--- config.mk ---
export PLATFORM = sky130hd
export DESIGN_NAME = arc_ctrl
export DESIGN_NICKNAME = d
export VERILOG_FILES = /design/src/arc_pkg.sv /design/src/arc_ctrl.sv /design/src/arc_cal_counter.sv
export VERILOG_INCLUDE_DIRS = /design/src
export SDC_FILE = /design/constraint.sdc
export NUM_CORES = 1
export LEC_CHECK = 0
export ABC_AREA = 1
export BUFFER_PORTS_ARGS = -buffer_cell sky130_fd_sc_hd__buf_2
export CORE_AREA = 2 2 89 91
export CTS_CLUSTER_DIAMETER = 120
export DETAILED_ROUTE_END_ITERATION = 8
export DIE_AREA = 0 0 91 93
export PLACE_DENSITY = 0.79
export SKIP_CTS_REPAIR_TIMING = 1
export SYNTH_ARGS = -nofsm -noshare
export SYNTH_HDL_FRONTEND = slang
export SYNTH_SLANG_ARGS = --single-unit
--- constraint.sdc ---
create_clock -name CLK -period 1.2 [get_ports CLK]
set_input_delay 0.24 -clock CLK [delete_from_list [all_inputs] [get_ports CLK]]
set_output_delay 0.24 -clock CLK [all_outputs]
set_load 0.05 [all_outputs]
--- src/arc_defines.svh ---
/*
 * Register offsets, field positions, reset values and keys of the
 * address / calibration / reset control block.
 * Assumes inclusion by bare name; holds definitions only.
 */
`ifndef ARC_DEFINES_SVH
`define ARC_DEFINES_SVH

`define ARC_OFS_ADDR      8'h09
`define ARC_OFS_CAL       8'h0A
`define ARC_OFS_KEY       8'h0D
`define ARC_OFS_SRST      8'h0F
`define ARC_OFS_MODE      8'h10
`define ARC_OFS_CALCTL    8'h50

`define ARC_WRITE_KEY     8'hAD
`define ARC_KEY_ALWAYS    16'h04AD
`define ARC_KEY_INT       16'h44AD
`define ARC_KEY_AUX       16'h84AD
`define ARC_KEY_BOTH      16'hC4AD

`define ARC_ADDR_RST      7'h64
`define ARC_KEY_RST       16'h0000
`define ARC_CAL_RST       12'h000
`define ARC_CAL_EN_BIT    5
`define ARC_CAL_SLOW_EDGES 2'h2

`endif

--- src/arc_pkg.sv ---
/*
 * Types of the address / calibration / reset control block.
 * Assumes no surroundings beyond the defines header.
 */
package arc_pkg;
    typedef enum logic [1:0] {
        ARC_MODE_STANDBY = 2'h0,
        ARC_MODE_PROGRAM = 2'h1,
        ARC_MODE_NORMAL  = 2'h2
    } arc_mode_type;

    // One register access as presented by the serial front end
    typedef struct packed {
        logic        wr;
        logic        rd;
        logic [7:0]  addr;
        logic [15:0] wdata;
    } arc_req_type;
endpackage

--- src/arc_ctrl.sv ---
/*
 * Register bank for keyed target address change, clock calibration
 * readout, self-clearing software reset and operating mode.
 * Assumes the serial front end hands over decoded 16-bit register
 * accesses one cycle wide, and uses the ack output for the data phase.
 */
`include "arc_defines.svh"

// Notes on behaviour
// - Unlock value 04AD always allows a target address change.
// - Unlock value 44AD allows change only while interrupt pin high.
// - Unlock value 84AD allows change only while aux pin high.
// - Unlock value C4AD needs both interrupt and aux pins high.
// - Calibration enable counts fast cycles over two slow periods.
// - Writing one to the soft reset bit resets the device in the following cycle.
// - Soft reset bit clears itself after the reset takes effect.
// - Soft reset write gets no acknowledge; host expects that.
// - Mode field: zero standby, one program, two normal.
module arc_ctrl (
    input  wire logic                  CLK,
    input  wire logic                  RSTN,
    input  wire arc_pkg::arc_req_type  REQ,
    input  wire logic                  INT_PIN,
    input  wire logic                  AUX_OUTPUT_PIN,
    input  wire logic                  SLOW_CLK,
    output logic [15:0]                RDATA,
    output logic                       ACK,
    output logic [6:0]                 TARGET_ADDR,
    output arc_pkg::arc_mode_type      MODE,
    output logic                       CAL_ENABLE,
    output logic                       SOFT_RESET_N
);
    logic [6:0]            addr_r;
    logic [15:0]           key_r;
    arc_pkg::arc_mode_type mode_r;
    logic                  cal_en_r;
    logic                  srst_r;
    logic                  srst_n_r;
    logic [15:0]           rdata_r;
    logic                  ack_r;
    logic [15:0]           rdata_nxt;
    logic [11:0]           cal_count;
    logic                  cal_done;

    // Internal reset joins the pin and the soft reset pulse
    wire rst_all_n = RSTN & ~srst_r;

    // Register decode
    wire hit_addr   = REQ.addr == `ARC_OFS_ADDR;
    wire hit_cal    = REQ.addr == `ARC_OFS_CAL;
    wire hit_key    = REQ.addr == `ARC_OFS_KEY;
    wire hit_srst   = REQ.addr == `ARC_OFS_SRST;
    wire hit_mode   = REQ.addr == `ARC_OFS_MODE;
    wire hit_calctl = REQ.addr == `ARC_OFS_CALCTL;

    wire unlock_ok =
        (key_r == `ARC_KEY_ALWAYS) ||
        (key_r == `ARC_KEY_INT  && INT_PIN) ||
        (key_r == `ARC_KEY_AUX  && AUX_OUTPUT_PIN) ||
        (key_r == `ARC_KEY_BOTH && INT_PIN && AUX_OUTPUT_PIN);

    // write byte must carry key; others ignored
    wire addr_we = REQ.wr && hit_addr && unlock_ok &&
                   REQ.wdata[15:8] == `ARC_WRITE_KEY;

    wire srst_we = REQ.wr && hit_srst && REQ.wdata[0];

    // only listed mode codes are stored; code 3 is dropped
    wire mode_we = REQ.wr && hit_mode && REQ.wdata[1:0] != 2'h3;

    arc_cal_counter u_cal (
        .clk      (CLK),
        .rstn     (rst_all_n),
        .enable   (cal_en_r),
        .slow_clk (SLOW_CLK),
        .count    (cal_count),
        .done     (cal_done)
    );

    // Read multiplexer; key byte of the address register reads zero
    always_comb begin
        rdata_nxt = 16'h0000;
        if (hit_addr)
            rdata_nxt = {8'h00, addr_r, 1'b0};
        else if (hit_cal)
            rdata_nxt = {4'h0, cal_count};
        else if (hit_key)
            rdata_nxt = key_r;
        else if (hit_srst)
            rdata_nxt = {15'h0000, srst_r};
        else if (hit_mode)
            rdata_nxt = {14'h0000, mode_r};
        else if (hit_calctl)
            rdata_nxt = {10'h000, cal_en_r, 5'h00};
    end

    // soft reset bit lives one cycle then clears itself
    // The pin copy is its own flop so the output needs no inverter
    always_ff @(posedge CLK) begin
        if (!RSTN || srst_r) begin
            srst_r   <= 1'b0;
            srst_n_r <= 1'b1;
        end else begin
            srst_r   <= srst_we;
            srst_n_r <= ~srst_we;
        end
    end

    // Configuration registers, cleared by pin or soft reset
    always_ff @(posedge CLK) begin
        if (!rst_all_n) begin
            addr_r   <= `ARC_ADDR_RST;
            key_r    <= `ARC_KEY_RST;
            mode_r   <= arc_pkg::ARC_MODE_STANDBY;
            cal_en_r <= 1'b0;
        end else begin
            if (addr_we)
                addr_r <= REQ.wdata[7:1];
            if (REQ.wr && hit_key)
                key_r <= REQ.wdata;
            if (mode_we)
                mode_r <= arc_arc_mode(REQ.wdata[1:0]);
            if (REQ.wr && hit_calctl)
                cal_en_r <= REQ.wdata[`ARC_CAL_EN_BIT];
        end
    end

    // acknowledge every access but the soft reset write and any access in the reset cycle after it
    always_ff @(posedge CLK) begin
        if (!rst_all_n) begin
            ack_r   <= 1'b0;
            rdata_r <= 16'h0000;
        end else begin
            ack_r   <= (REQ.wr || REQ.rd) && !srst_we;
            rdata_r <= REQ.rd ? rdata_nxt : rdata_r;
        end
    end

    function automatic arc_pkg::arc_mode_type arc_arc_mode(
        input logic [1:0] v);
        arc_arc_mode = arc_pkg::arc_mode_type'(v);
    endfunction

    assign RDATA        = rdata_r;
    assign ACK          = ack_r;
    assign TARGET_ADDR  = addr_r;
    assign MODE         = mode_r;
    assign CAL_ENABLE   = cal_en_r;
    assign SOFT_RESET_N = srst_n_r;

    // Checks; each is off while the pin reset is low, and the soft reset
    // cycle is left out where it would clear the register being watched
    chk_addr_locked: assert property (
        @(posedge CLK) disable iff (!RSTN)
        (REQ.wr && hit_addr && !unlock_ok && !srst_r)
        |=> $stable(addr_r))
        else $error("address changed without a valid unlock key");
    chk_key_always: assert property (
        @(posedge CLK) disable iff (!RSTN)
        (REQ.wr && hit_addr && key_r == `ARC_KEY_ALWAYS &&
         REQ.wdata[15:8] == `ARC_WRITE_KEY && !srst_r)
        |=> addr_r == $past(REQ.wdata[7:1]))
        else $error("unconditional key did not take the address");
    chk_key_int: assert property (
        @(posedge CLK) disable iff (!RSTN)
        (REQ.wr && hit_addr && key_r == `ARC_KEY_INT && !INT_PIN &&
         !srst_r) |=> $stable(addr_r))
        else $error("address changed with interrupt pin low");
    chk_key_int_open: assert property (
        @(posedge CLK) disable iff (!RSTN)
        (REQ.wr && hit_addr && key_r == `ARC_KEY_INT && INT_PIN &&
         REQ.wdata[15:8] == `ARC_WRITE_KEY && !srst_r)
        |=> addr_r == $past(REQ.wdata[7:1]))
        else $error("interrupt pin high did not take the address");
    chk_key_aux: assert property (
        @(posedge CLK) disable iff (!RSTN)
        (REQ.wr && hit_addr && key_r == `ARC_KEY_AUX && !AUX_OUTPUT_PIN &&
         !srst_r) |=> $stable(addr_r))
        else $error("address changed with aux pin low");
    chk_key_aux_open: assert property (
        @(posedge CLK) disable iff (!RSTN)
        (REQ.wr && hit_addr && key_r == `ARC_KEY_AUX && AUX_OUTPUT_PIN &&
         REQ.wdata[15:8] == `ARC_WRITE_KEY && !srst_r)
        |=> addr_r == $past(REQ.wdata[7:1]))
        else $error("aux pin high did not take the address");
    chk_key_both: assert property (
        @(posedge CLK) disable iff (!RSTN)
        (REQ.wr && hit_addr && key_r == `ARC_KEY_BOTH &&
         !(INT_PIN && AUX_OUTPUT_PIN) && !srst_r)
        |=> $stable(addr_r))
        else $error("address changed without both pins high");
    chk_key_both_open: assert property (
        @(posedge CLK) disable iff (!RSTN)
        (REQ.wr && hit_addr && key_r == `ARC_KEY_BOTH && INT_PIN &&
         AUX_OUTPUT_PIN && REQ.wdata[15:8] == `ARC_WRITE_KEY && !srst_r)
        |=> addr_r == $past(REQ.wdata[7:1]))
        else $error("both pins high did not take the address");
    chk_srst_pulse: assert property (
        @(posedge CLK) disable iff (!RSTN)
        srst_we && !srst_r |=> srst_r ##1 !srst_r)
        else $error("soft reset bit did not clear itself");
    chk_srst_clears: assert property (
        @(posedge CLK) disable iff (!RSTN)
        srst_r |=> key_r == `ARC_KEY_RST && addr_r == `ARC_ADDR_RST &&
        mode_r == arc_pkg::ARC_MODE_STANDBY)
        else $error("soft reset did not clear the registers");
    chk_srst_noack: assert property (
        @(posedge CLK) disable iff (!RSTN)
        srst_we && !srst_r |=> !ack_r)
        else $error("soft reset write was acknowledged");
    chk_ack_answer: assert property (
        @(posedge CLK) disable iff (!RSTN)
        (REQ.wr || REQ.rd) && !srst_we && !srst_r |=> ack_r)
        else $error("access was not acknowledged");
    chk_ack_idle: assert property (
        @(posedge CLK) disable iff (!RSTN)
        !(REQ.wr || REQ.rd) |=> !ack_r)
        else $error("acknowledge without an access");
    chk_mode_legal: assert property (
        @(posedge CLK) disable iff (!RSTN)
        mode_r != 2'h3)
        else $error("mode register holds an illegal code");
    chk_cal_idle: assert property (
        @(posedge CLK) disable iff (!RSTN)
        !cal_en_r && !srst_r |=> $stable(cal_count))
        else $error("calibration count moved while disabled");
    // A reset in the cycle before also moves the count, hence the guard
    chk_cal_latch: assert property (
        @(posedge CLK) disable iff (!RSTN)
        $past(rst_all_n) && $changed(cal_count) |-> cal_done)
        else $error("calibration count moved outside a window end");
endmodule

--- src/arc_cal_counter.sv ---
/*
 * Counts fast clock cycles across two slow clock periods.
 * Assumes the slow clock arrives as a level synchronous to CLK.
 */
`include "arc_defines.svh"

module arc_cal_counter (
    input  wire logic        clk,
    input  wire logic        rstn,
    input  wire logic        enable,
    input  wire logic        slow_clk,
    output logic [11:0]      count,
    output logic             done
);
    logic        slow_d_r;
    logic [1:0]  edges_r;
    logic [11:0] cnt_r;
    logic [11:0] count_r;
    logic        done_r;
    wire         rise = slow_clk & ~slow_d_r;

    // Slow clock history runs even while disabled and resets high, so a
    // slow clock that is already high at enable is not taken for an edge
    always_ff @(posedge clk) begin
        if (!rstn)
            slow_d_r <= 1'b1;
        else
            slow_d_r <= slow_clk;
    end

    // Rising edges frame the window; the count is latched two periods on
    always_ff @(posedge clk) begin
        if (!rstn || !enable) begin
            edges_r  <= 2'h0;
            cnt_r    <= 12'h000;
            done_r   <= 1'b0;
        end else begin
            done_r   <= 1'b0;
            if (rise && edges_r == 2'h0) begin
                edges_r <= 2'h1;
                cnt_r   <= 12'h000;
            end else if (edges_r != 2'h0) begin
                if (rise && edges_r == `ARC_CAL_SLOW_EDGES) begin
                    edges_r <= 2'h1;    // Restart for a fresh measurement
                    cnt_r   <= 12'h000;
                    done_r  <= 1'b1;
                end else begin
                    if (rise)
                        edges_r <= edges_r + 2'h1;
                    cnt_r <= cnt_r + 12'h001;
                end
            end
        end
    end

    // Result kept across disable so software can still read it
    always_ff @(posedge clk) begin
        if (!rstn)
            count_r <= `ARC_CAL_RST;
        else if (enable && rise && edges_r == `ARC_CAL_SLOW_EDGES)
            count_r <= cnt_r + 12'h001;
    end

    assign count = count_r;
    assign done  = done_r;
endmodule

== After elaboration in Yosys (flattened, before gate mapping) ==
Index checks and enable logic that the tools add are counted.
Operators by class
  add/sub/neg operators: 2
  multiply operators: 0
  div/mod/pow operators: 0
  order comparisons: 0
  eq/ne operators: 13
  shifts and indexed selects: 0
  multiplexer cells: 11
  bitwise operators: 5
  reduce and logical (&&, ||, !) cells: 36
Operator list (number)
  16-bit two-way mux: 3
  16-bit == test (second input constant): 2
  8-bit by 4-bit == test with 1-bit output (second input constant): 4
  1-bit logical AND: 18
  6-bit two-way mux: 3
  16-bit by 11-bit == test with 1-bit output (second input constant): 1
  16-bit by 15-bit == test with 1-bit output (second input constant): 1
  12-bit by 1-bit adder with 12-bit output (second input constant): 1
  12-bit two-way mux: 1
  8-bit by 5-bit == test with 1-bit output (second input constant): 1
  8-bit by 7-bit == test with 1-bit output (second input constant): 1
  8-bit == test (second input constant): 1
  1-bit logical OR: 6
  2-bit nonzero test: 3
  1-bit logical NOT: 4
  2-bit two-way mux: 2
  2-bit AND reduction: 2
  1-bit NOT: 3
  3-bit nonzero test: 1
  2-bit by 1-bit adder with 2-bit output (second input constant): 1
  1-bit bitwise AND: 2
  2-bit == test (second input constant): 1
  2-bit logical NOT: 1
  1-bit two-way mux: 2
  2 further kinds: 2
Storage, ports and cells
  bits in registers: 72
  bits in latches: 0
  memory bits (writable): 0
  memory bits (read-only): 0
  bits of input ports: 31
  output and inout port bits: 28
  logic and storage cells: 80
  memories kept: 0

== Depth between registers and ports, before layout ==
Gate-level depths: netlist of run 1.
  depth in word-level cells: 7
  depth in mapped cells: 9
  depth with buffers taken out: 9

== By module ==
Synthesis of run 1 repeated with hierarchy kept, for this count alone.
Unflattened totals
  cell total of the unflattened synthesis: 512
  area, all modules: 3589.7 um^2
By module, submodules not included
  arc_ctrl: instances 1, cells each 330, area each 2222.1 um^2, sequential area each 900.9 um^2
  arc_cal_counter: instances 1, cells each 182, area each 1367.6 um^2, sequential area each 560.5 um^2

== Worst setup path before layout of run 1 ==
No wires, ideal clock.
  path kind: reg-to-reg
  start point: register cal_en_r, in the netlist CAL_ENABLE
  end point: register u_cal.count_r[9], in the netlist u_cal.count[9]
  library setup time: 116 ps
  data arrival time: 1423 ps
  data required time: 1084 ps
  slack: -339 ps
  stages on the path, launching flop included: 7
  path buffers: 1
  period minus slack after synthesis: 1539 ps
  cell sequence: dfxtp_1 > nand4_2 > inv_1 > buf_4 > nand2_1 > o211ai_1 > inv_1
On the way
  word-level cells in the longest chain between the ends: 2
Ends and longest elaborated chain
  start, declared: line arc_ctrl.sv:36  | logic cal_en_r;
  start signal, assigned: line arc_ctrl.sv:124  | cal_en_r <= REQ.wdata[`ARC_CAL_EN_BIT];
  1-bit logical AND: line arc_cal_counter.sv:60  | else if (enable && rise && edges_r == `ARC_CAL_SLOW_EDGES)
  1-bit logical AND (no line)
  end signal, assigned: line arc_cal_counter.sv:59  | count_r <= `ARC_CAL_RST;
  end signal, assigned: line arc_cal_counter.sv:61  | count_r <= cnt_r + 12'h001;
  end, declared: line arc_cal_counter.sv:18  | logic [11:0] count_r;
No other way between the ends.
A chain may end at the register's enable or synchronous reset.

== Worst setup path in the final report of run 1 ==
  start point: register key_r[11]
  end point: register addr_r[4], in the netlist TARGET_ADDR[4]
On the way
  word-level cells in the longest chain between the ends: 7
  elaborated cells between the ends (all ways): 13
  those cells by class: eq/ne (4); reduce/logical (9)
Ends and longest elaborated chain
  start, declared: line arc_ctrl.sv:34  | logic [15:0] key_r;
  start signal, assigned: line arc_ctrl.sv:113  | key_r <= `ARC_KEY_RST;
  start signal, assigned: line arc_ctrl.sv:120  | key_r <= REQ.wdata;
  16-bit by 15-bit == test with 1-bit output (no line)
  1-bit logical AND: line arc_ctrl.sv:58  | (key_r == `ARC_KEY_INT && INT_PIN) ||
  1-bit logical OR (2 in a row): line arc_ctrl.sv:57  | (key_r == `ARC_KEY_ALWAYS) ||
  1-bit logical OR (*): line arc_ctrl.sv:57
  1-bit logical AND (*): line arc_ctrl.sv:63  | wire addr_we = REQ.wr && hit_addr && unlock_ok &&
  1-bit logical AND (no line) (*)
  end signal, assigned: line arc_ctrl.sv:112  | addr_r <= `ARC_ADDR_RST;
  end signal, assigned: line arc_ctrl.sv:118  | addr_r <= REQ.wdata[7:1];
  end, declared: line arc_ctrl.sv:33  | logic [6:0] addr_r;
Every way passes the cells marked *; elsewhere a longest branch is shown, timed or not.

==> qor.txt, run 1 <==
diode count: 0
clock root buffer: clkbuf_8
sequential power share: 49.5%
via count: 3640
slowest CP cell: dfxtp_1
leading area contributor after synthesis: dfxtp_1
Critical Path RT: 1490 ps
cell internal pwr: 3.72 mW
H-Tree Depth: 3
Mapped Area: 3440 um2
antenna viol nets, final: 0
vias per cell: 5.11
drt drc: 0
CP max FO: 4
Setup Skew: 9.13 ps
Final Max Slew Viols: 0
Reg clk slew, reported paths: 80 ps
non-filler cells, final: 713
FMAX: 0.747 GHz
Worst Path Buf+Inv: 0
Clock Tree Buf Depth: 2
crit-path cells: nor2_2 -> nand4_1 -> nor2b_1 -> nand2_2 -> nor2_4 -> nor2_1 -> nor2_1
final instance area: 4790 um2
Switching Share: 23.0%
Main synth FF type: dfxtp_1
fin nets: 638
Worst slew margin: 76.6%
largest cells by area after synthesis: dfxtp_1 (42%), nand2_1 (13%), a21oi_1 (7.4%), nand3_1 (6.3%), inv_1 (6.2%)
largest net degree at the start of global routing: 19
global route overflow: 0
DR iter-0 viols: 183
Initial Util: 45.7%
die area: 8460 um2
Mapped Avg Cell Area: 6.92 um2
Hold WC Path Type: in -> reg
actual slew at the worst max-slew pin: 348 ps
area grow syn2layout: 39.4%
total CTS buffers: 9
vias in the first global route: 3367
Gate power share: 6.2%
Unique masters post-synth: 32
FILL cells: 609
CP dominant cell by count: nor2_1
dpl ws: -249 ps
Crit Path Class: reg -> reg
Site Rows: 32
min Tclk post-route: 1340 ps
RSZ-0062 raised after global routing: yes
first-pass GRT wire length: 14.8 mm
worst setup margin: -139 ps
wire length per cell: 13.3 um
CTS tree: done
worst IR drop on VDD: 0.000510 V
PnR Total Power: 4.83 mW
HPWL Detailed: 6.57 mm
CP peak stage delay: 330 ps
Clock Latency Late Sink: 350 ps
die width: 91 um
antenna violations before repair: 0
Synth Register Bits: 72
clk sink count: 72
Worst setup EP type: flip-flop
RD Place Congestion: 0.877
number of I/O pins: 59
share of cells above drive strength 1: 36.8%
Placed Cells: 690
Post-Route Utilization: 63.7%
max cap viols: 0
I/O Buffers: 58
global-route usage over all layers: 21.5%
Post-synth EDFFs: 0
drt first pass iters: 5
Power Density: 1010 nW/um2
P_leak: 2.09 nW
setup TNS: -1340 ps
final WL: 9.45 mm
violated checks: negative setup slack
Clock Power Share: 44.4%
worst path arrival time: 1630 ps
Cell Area, Placed: 4180 um2
status: complete, but fails checks
die height: 93 um
yosys warns: 0
P_sw: 1.11 mW
period utilization: 112%
final setup fails: 18
CP Launch Type: flip-flop
core area: 7530 um2
Post-Synthesis Cells: 497
ys async rst share: 0%
post-synth net total: 529
Final Hold Viols: 0
most common cell after layout, fill and taps aside: nand2_1
Min Hold Slack: 129 ps
Synth top area share: 41.9%
register area share after synthesis: 41.9%
critical path's top delay family: simple AND/OR/NAND/NOR gates
most frequent cells in the layout: nand2_1 (98), dfxtp_1 (58), buf_4 (58)
kinds of logic after synthesis:
kind of cell	count (synthesis)	share of synthesized area [%]
AOI/OAI and AO/OA	98	14.8
xor gates and xnor gates	3	0.764
adders and majority gates	1	0.364
buffers and inverters	79	9.46
DFF	72	41.9
and+or+nand+nor	244	32.7
path summary, 6_finish.rpt:
check,start,endpoint,slack (ps),cells past startpoint
max,key_r[11],TARGET_ADDR[4],-140,7
min,SLOW_CLK,u_cal.slow_d_r,130,3
max reg2reg,key_r[11],TARGET_ADDR[4],-140,7
min reg2reg,RDATA[15],RDATA[15],470,2
sequential cells by signal, indices dropped and copies added (netlist names):
signal	flops
ACK	1
CAL_ENABLE	1
MODE	2
RDATA	16
SOFT_RESET_N	1
TARGET_ADDR	7
key_r	16
srst_r	1
u_cal.cnt_r	12
u_cal.count	12
u_cal.edges_r	2
u_cal.slow_d_r	1
cells in the mapped netlist (5+ instances only):
library cell	count
o21ai_1	9
a21oi_1	51
nand3_1	43
inv_1	57
nand2_1	115
inv_2	6
dfxtp_1	72
o21ai_0	32
nor2_1	52
nand2_2	5
clkbuf_1	8
nor2_2	5
nand4_1	7
layer usage:
| layer | part of all wire, % | global-route usage [%] | wire length, um |
|---|---|---|---|
| met5 | 0 | 0 | 0 |
| met3 | 5.9 | 4.19 | 553 |
| met2 | 52 | 38.1 | 4880 |
| met1 | 40 | 25.6 | 3810 |
| met4 | 2.2 | 8.71 | 207 |
layout make-up:
| class | instances | area (um2) | area share [%] |
|---|---|---|---|
| multi-input combinational | 346 | 1910 | 39.7 |
| sequential | 72 | 1470 | 30.7 |
| timing repair buffer | 112 | 816 | 17.0 |
| inverter | 64 | 250 | 5.22 |
| clock buffer | 10 | 138 | 2.87 |
| tap | 102 | 128 | 2.66 |
| clock inverter | 6 | 81.3 | 1.70 |
| timing repair inverter | 1 | 5.00 | 0.104 |
power groups by stage:
stage	combinational, mW	clock [mW]	sequential, mW
finish	0.298	2.14	2.39
global route	0.324	2.29	2.39
CTS	0.291	2.16	2.40
detailed placement	0.289	0	2.45
global placement	0.282	0	2.45
floorplan	0.127	0	2.47
worst register-to-register path, cell delays in order (launching register included):
cell	delay (ps)
dfxtp_1	330
nor2_2	210
nand4_1	180
nor2b_1	180
nand2_2	90
nor2_4	140
nor2_1	60
nor2_1	90
(Power assumes the default switching activity.)
==> run 2, diff against run 1 <==
--- a/config.mk
+++ b/config.mk
@@ -8,11 +8,11 @@
 export LEC_CHECK = 0
 export ABC_AREA = 1
 export BUFFER_PORTS_ARGS = -buffer_cell sky130_fd_sc_hd__buf_2
-export CORE_AREA = 2 2 89 91
+export CORE_AREA = 2 2 86 88
 export CTS_CLUSTER_DIAMETER = 120
 export DETAILED_ROUTE_END_ITERATION = 8
-export DIE_AREA = 0 0 91 93
-export PLACE_DENSITY = 0.79
+export DIE_AREA = 0 0 88 90
+export PLACE_DENSITY = 0.83
 export SKIP_CTS_REPAIR_TIMING = 1
 export SYNTH_ARGS = -nofsm -noshare
 export SYNTH_HDL_FRONTEND = slang
==> run 2 against run 1 <==
Effect of this change:
- the run still ends with negative setup slack left
- count of clock-buffer cells in the layout shrank 1
- combinational power barely moved
- first-iteration DRC count up 70%
- sequential share of layout area is 0.19 points higher
- register-to-register slack worse by 40 ps
- total power is 0.23% higher
- sequential power hardly changed
- worst hold slack got worse by 27 ps
- design area is 0.60% lower
- critical path type unchanged
- highest routed layer unchanged
==> qor.txt, run 2 (synthesis results as in run 1) <==
status: complete, but fails checks
violated checks: negative setup slack
antenna viol nets, final: 0 (unchanged)
Critical Path RT: 1500 ps (about the same)
RSZ-0062 raised after global routing: yes
die area: 7920 um2 (-6.4%)
final WL: 10.1 mm (+6.6%)
diode count: 0 (unchanged)
R2R Setup Slk: -180 ps (-40 ps)
clk sink count: 72 (unchanged)
CTS tree: done
vias per cell: 5.30 (+3.7%)
Worst setup EP type: flip-flop
I/O Buffers: 58 (unchanged)
core area: 7020 um2 (-6.7%)
Hold WC Path Type: in -> reg
global route overflow: 0 (unchanged)
HPWL Detailed: 6.28 mm (-4.4%)
worst hold path cell count: 3 (unchanged)
most common cell after layout, fill and taps aside: nand2_1
setup TNS: -1810 ps (-469 ps)
Worst slew margin: 75.3% (-1.3 points)
Reg clk slew, reported paths: 80 ps (about the same)
worst setup margin: -181 ps (-42.6 ps)
Placed Cells: 682 (-1.2%)
actual slew at the worst max-slew pin: 371 ps (+23.0 ps)
CP Launch Type: flip-flop
die width: 88 um (-3.3%)
total CTS buffers: 9 (unchanged)
Setup Skew: 7.87 ps (-1.26 ps)
non-filler cells, final: 704 (-1.3%)
RD Place Congestion: 0.969 (+10%)
CP max FO: 3 (-1)
Site Rows: 31 (-3.1%)
most frequent cells in the layout: nand2_1 (102), dfxtp_1 (56), buf_4 (54)
drt drc: 0 (unchanged)
worst IR drop on VDD: 0.000621 V (+22%)
max cap viols: 0 (unchanged)
fin nets: 632 (-0.94%)
FF-to-FF End: u_cal.cnt_r[8]
PnR Total Power: 4.84 mW (+0.23%)
Initial Util: 49.0% (+3.3 points)
first-pass GRT wire length: 13.8 mm (-6.6%)
DR iter-0 viols: 311 (+70%)
worst path arrival time: 1680 ps (+50 ps)
via count: 3728 (+2.4%)
FILL cells: 505 (-17%)
Clock Latency Late Sink: 360 ps (about the same)
share of cells above drive strength 1: 35.7% (-1.1 points)
Worst Min Path Start: SLOW_CLK
wire length per cell: 14.3 um (+8.0%)
Hold EP: u_cal.slow_d_r
reg2reg start: u_cal.cnt_r[1]
min Tclk post-route: 1380 ps (+42.6 ps)
H-Tree Depth: 3 (unchanged)
antenna violations before repair: 0 (unchanged)
Final Max Slew Viols: 0 (unchanged)
P_leak: 2.06 nW (-1.4%)
final setup fails: 22 (+4)
vias in the first global route: 3251 (-3.4%)
global-route usage over all layers: 21.9% (+0.37 points)
drt first pass iters: 6 (+1)
period utilization: 115% (+3.5 points)
number of I/O pins: 59 (unchanged)
Clock Tree Buf Depth: 2 (unchanged)
Final Hold Viols: 0 (unchanged)
Power Density: 1010 nW/um2 (+0.84%)
die height: 90 um (-3.2%)
area grow syn2layout: 38.6%
FMAX: 0.724 GHz (-3.1%)
clock root buffer: clkbuf_8
largest net degree at the start of global routing: 26 (+7)
Crit Path Class: reg -> reg
FF-to-FF path depth: 9 (+2)
run 2: layer usage:
| metal | vias up | routed length, um | global-route usage [%] |
|---|---|---|---|
| met3 | 42 | 729 | 5.51 |
| met5 | - | 0 | 0 |
| li1 | 1807 | - | - |
| met1 | 1683 | 3900 | 25.8 |
| met2 | 196 | 5050 | 36.2 |
| met4 | 0 | 403 | 10.8 |
run 2: worst max path at each step:
stage / from / end / slack [ps] / depth (start not counted)
after floorplan: CAL_ENABLE / u_cal.count[9] / 2 / 6
after global placement: REQ[23] / key_r[15] / -190 / 9
after detailed placement: REQ[23] / key_r[15] / -290 / 9
after CTS: key_r[10] / TARGET_ADDR[5] / -190 / 7
after global routing: u_cal.cnt_r[1] / u_cal.cnt_r[8] / -260 / 9
final: u_cal.cnt_r[1] / u_cal.cnt_r[8] / -180 / 9
run 2: worst max-delay path, stage by stage, from the launching register on:
cell and delay [ps]:
dfxtp_4 380, ha_4 140, nand2_2 60, nor2_2 110, inv_2 80, nor2_4 120, nand2_1 90, nand2_1 100
nand3_1 80, a21oi_1 150
run 2: cell type report:
| class | count | area [um2] | area share (%) |
|---|---|---|---|
| inverter | 64 | 250 | 5.25 |
| tap | 99 | 124 | 2.60 |
| clock inverter | 7 | 95.1 | 2.00 |
| timing repair buffer | 107 | 791 | 16.6 |
| sequential | 72 | 1470 | 30.9 |
| multi-input combinational | 346 | 1910 | 40.1 |
| clock buffer | 9 | 124 | 2.60 |
run 2: power breakdown:
part,switching (mW),internal (mW)
logic,0.185,0.116
registers,0.00382,2.38
clock network,0.975,1.17
run 2: per-stage QoR:
step	cell area, um2	setup slack, ps	util [%]	hold WS [ps]
6_report	4770	-181	67.9	103
5_1_grt	4770	-263	67.9	137
4_1_cts	4360	-193	62.1	97.6
3_5_place_dp	4140	-293	59.0	449
3_3_place_gp	4140	-187	59.0	447
2_1_floorplan	3460	2.27	-	373
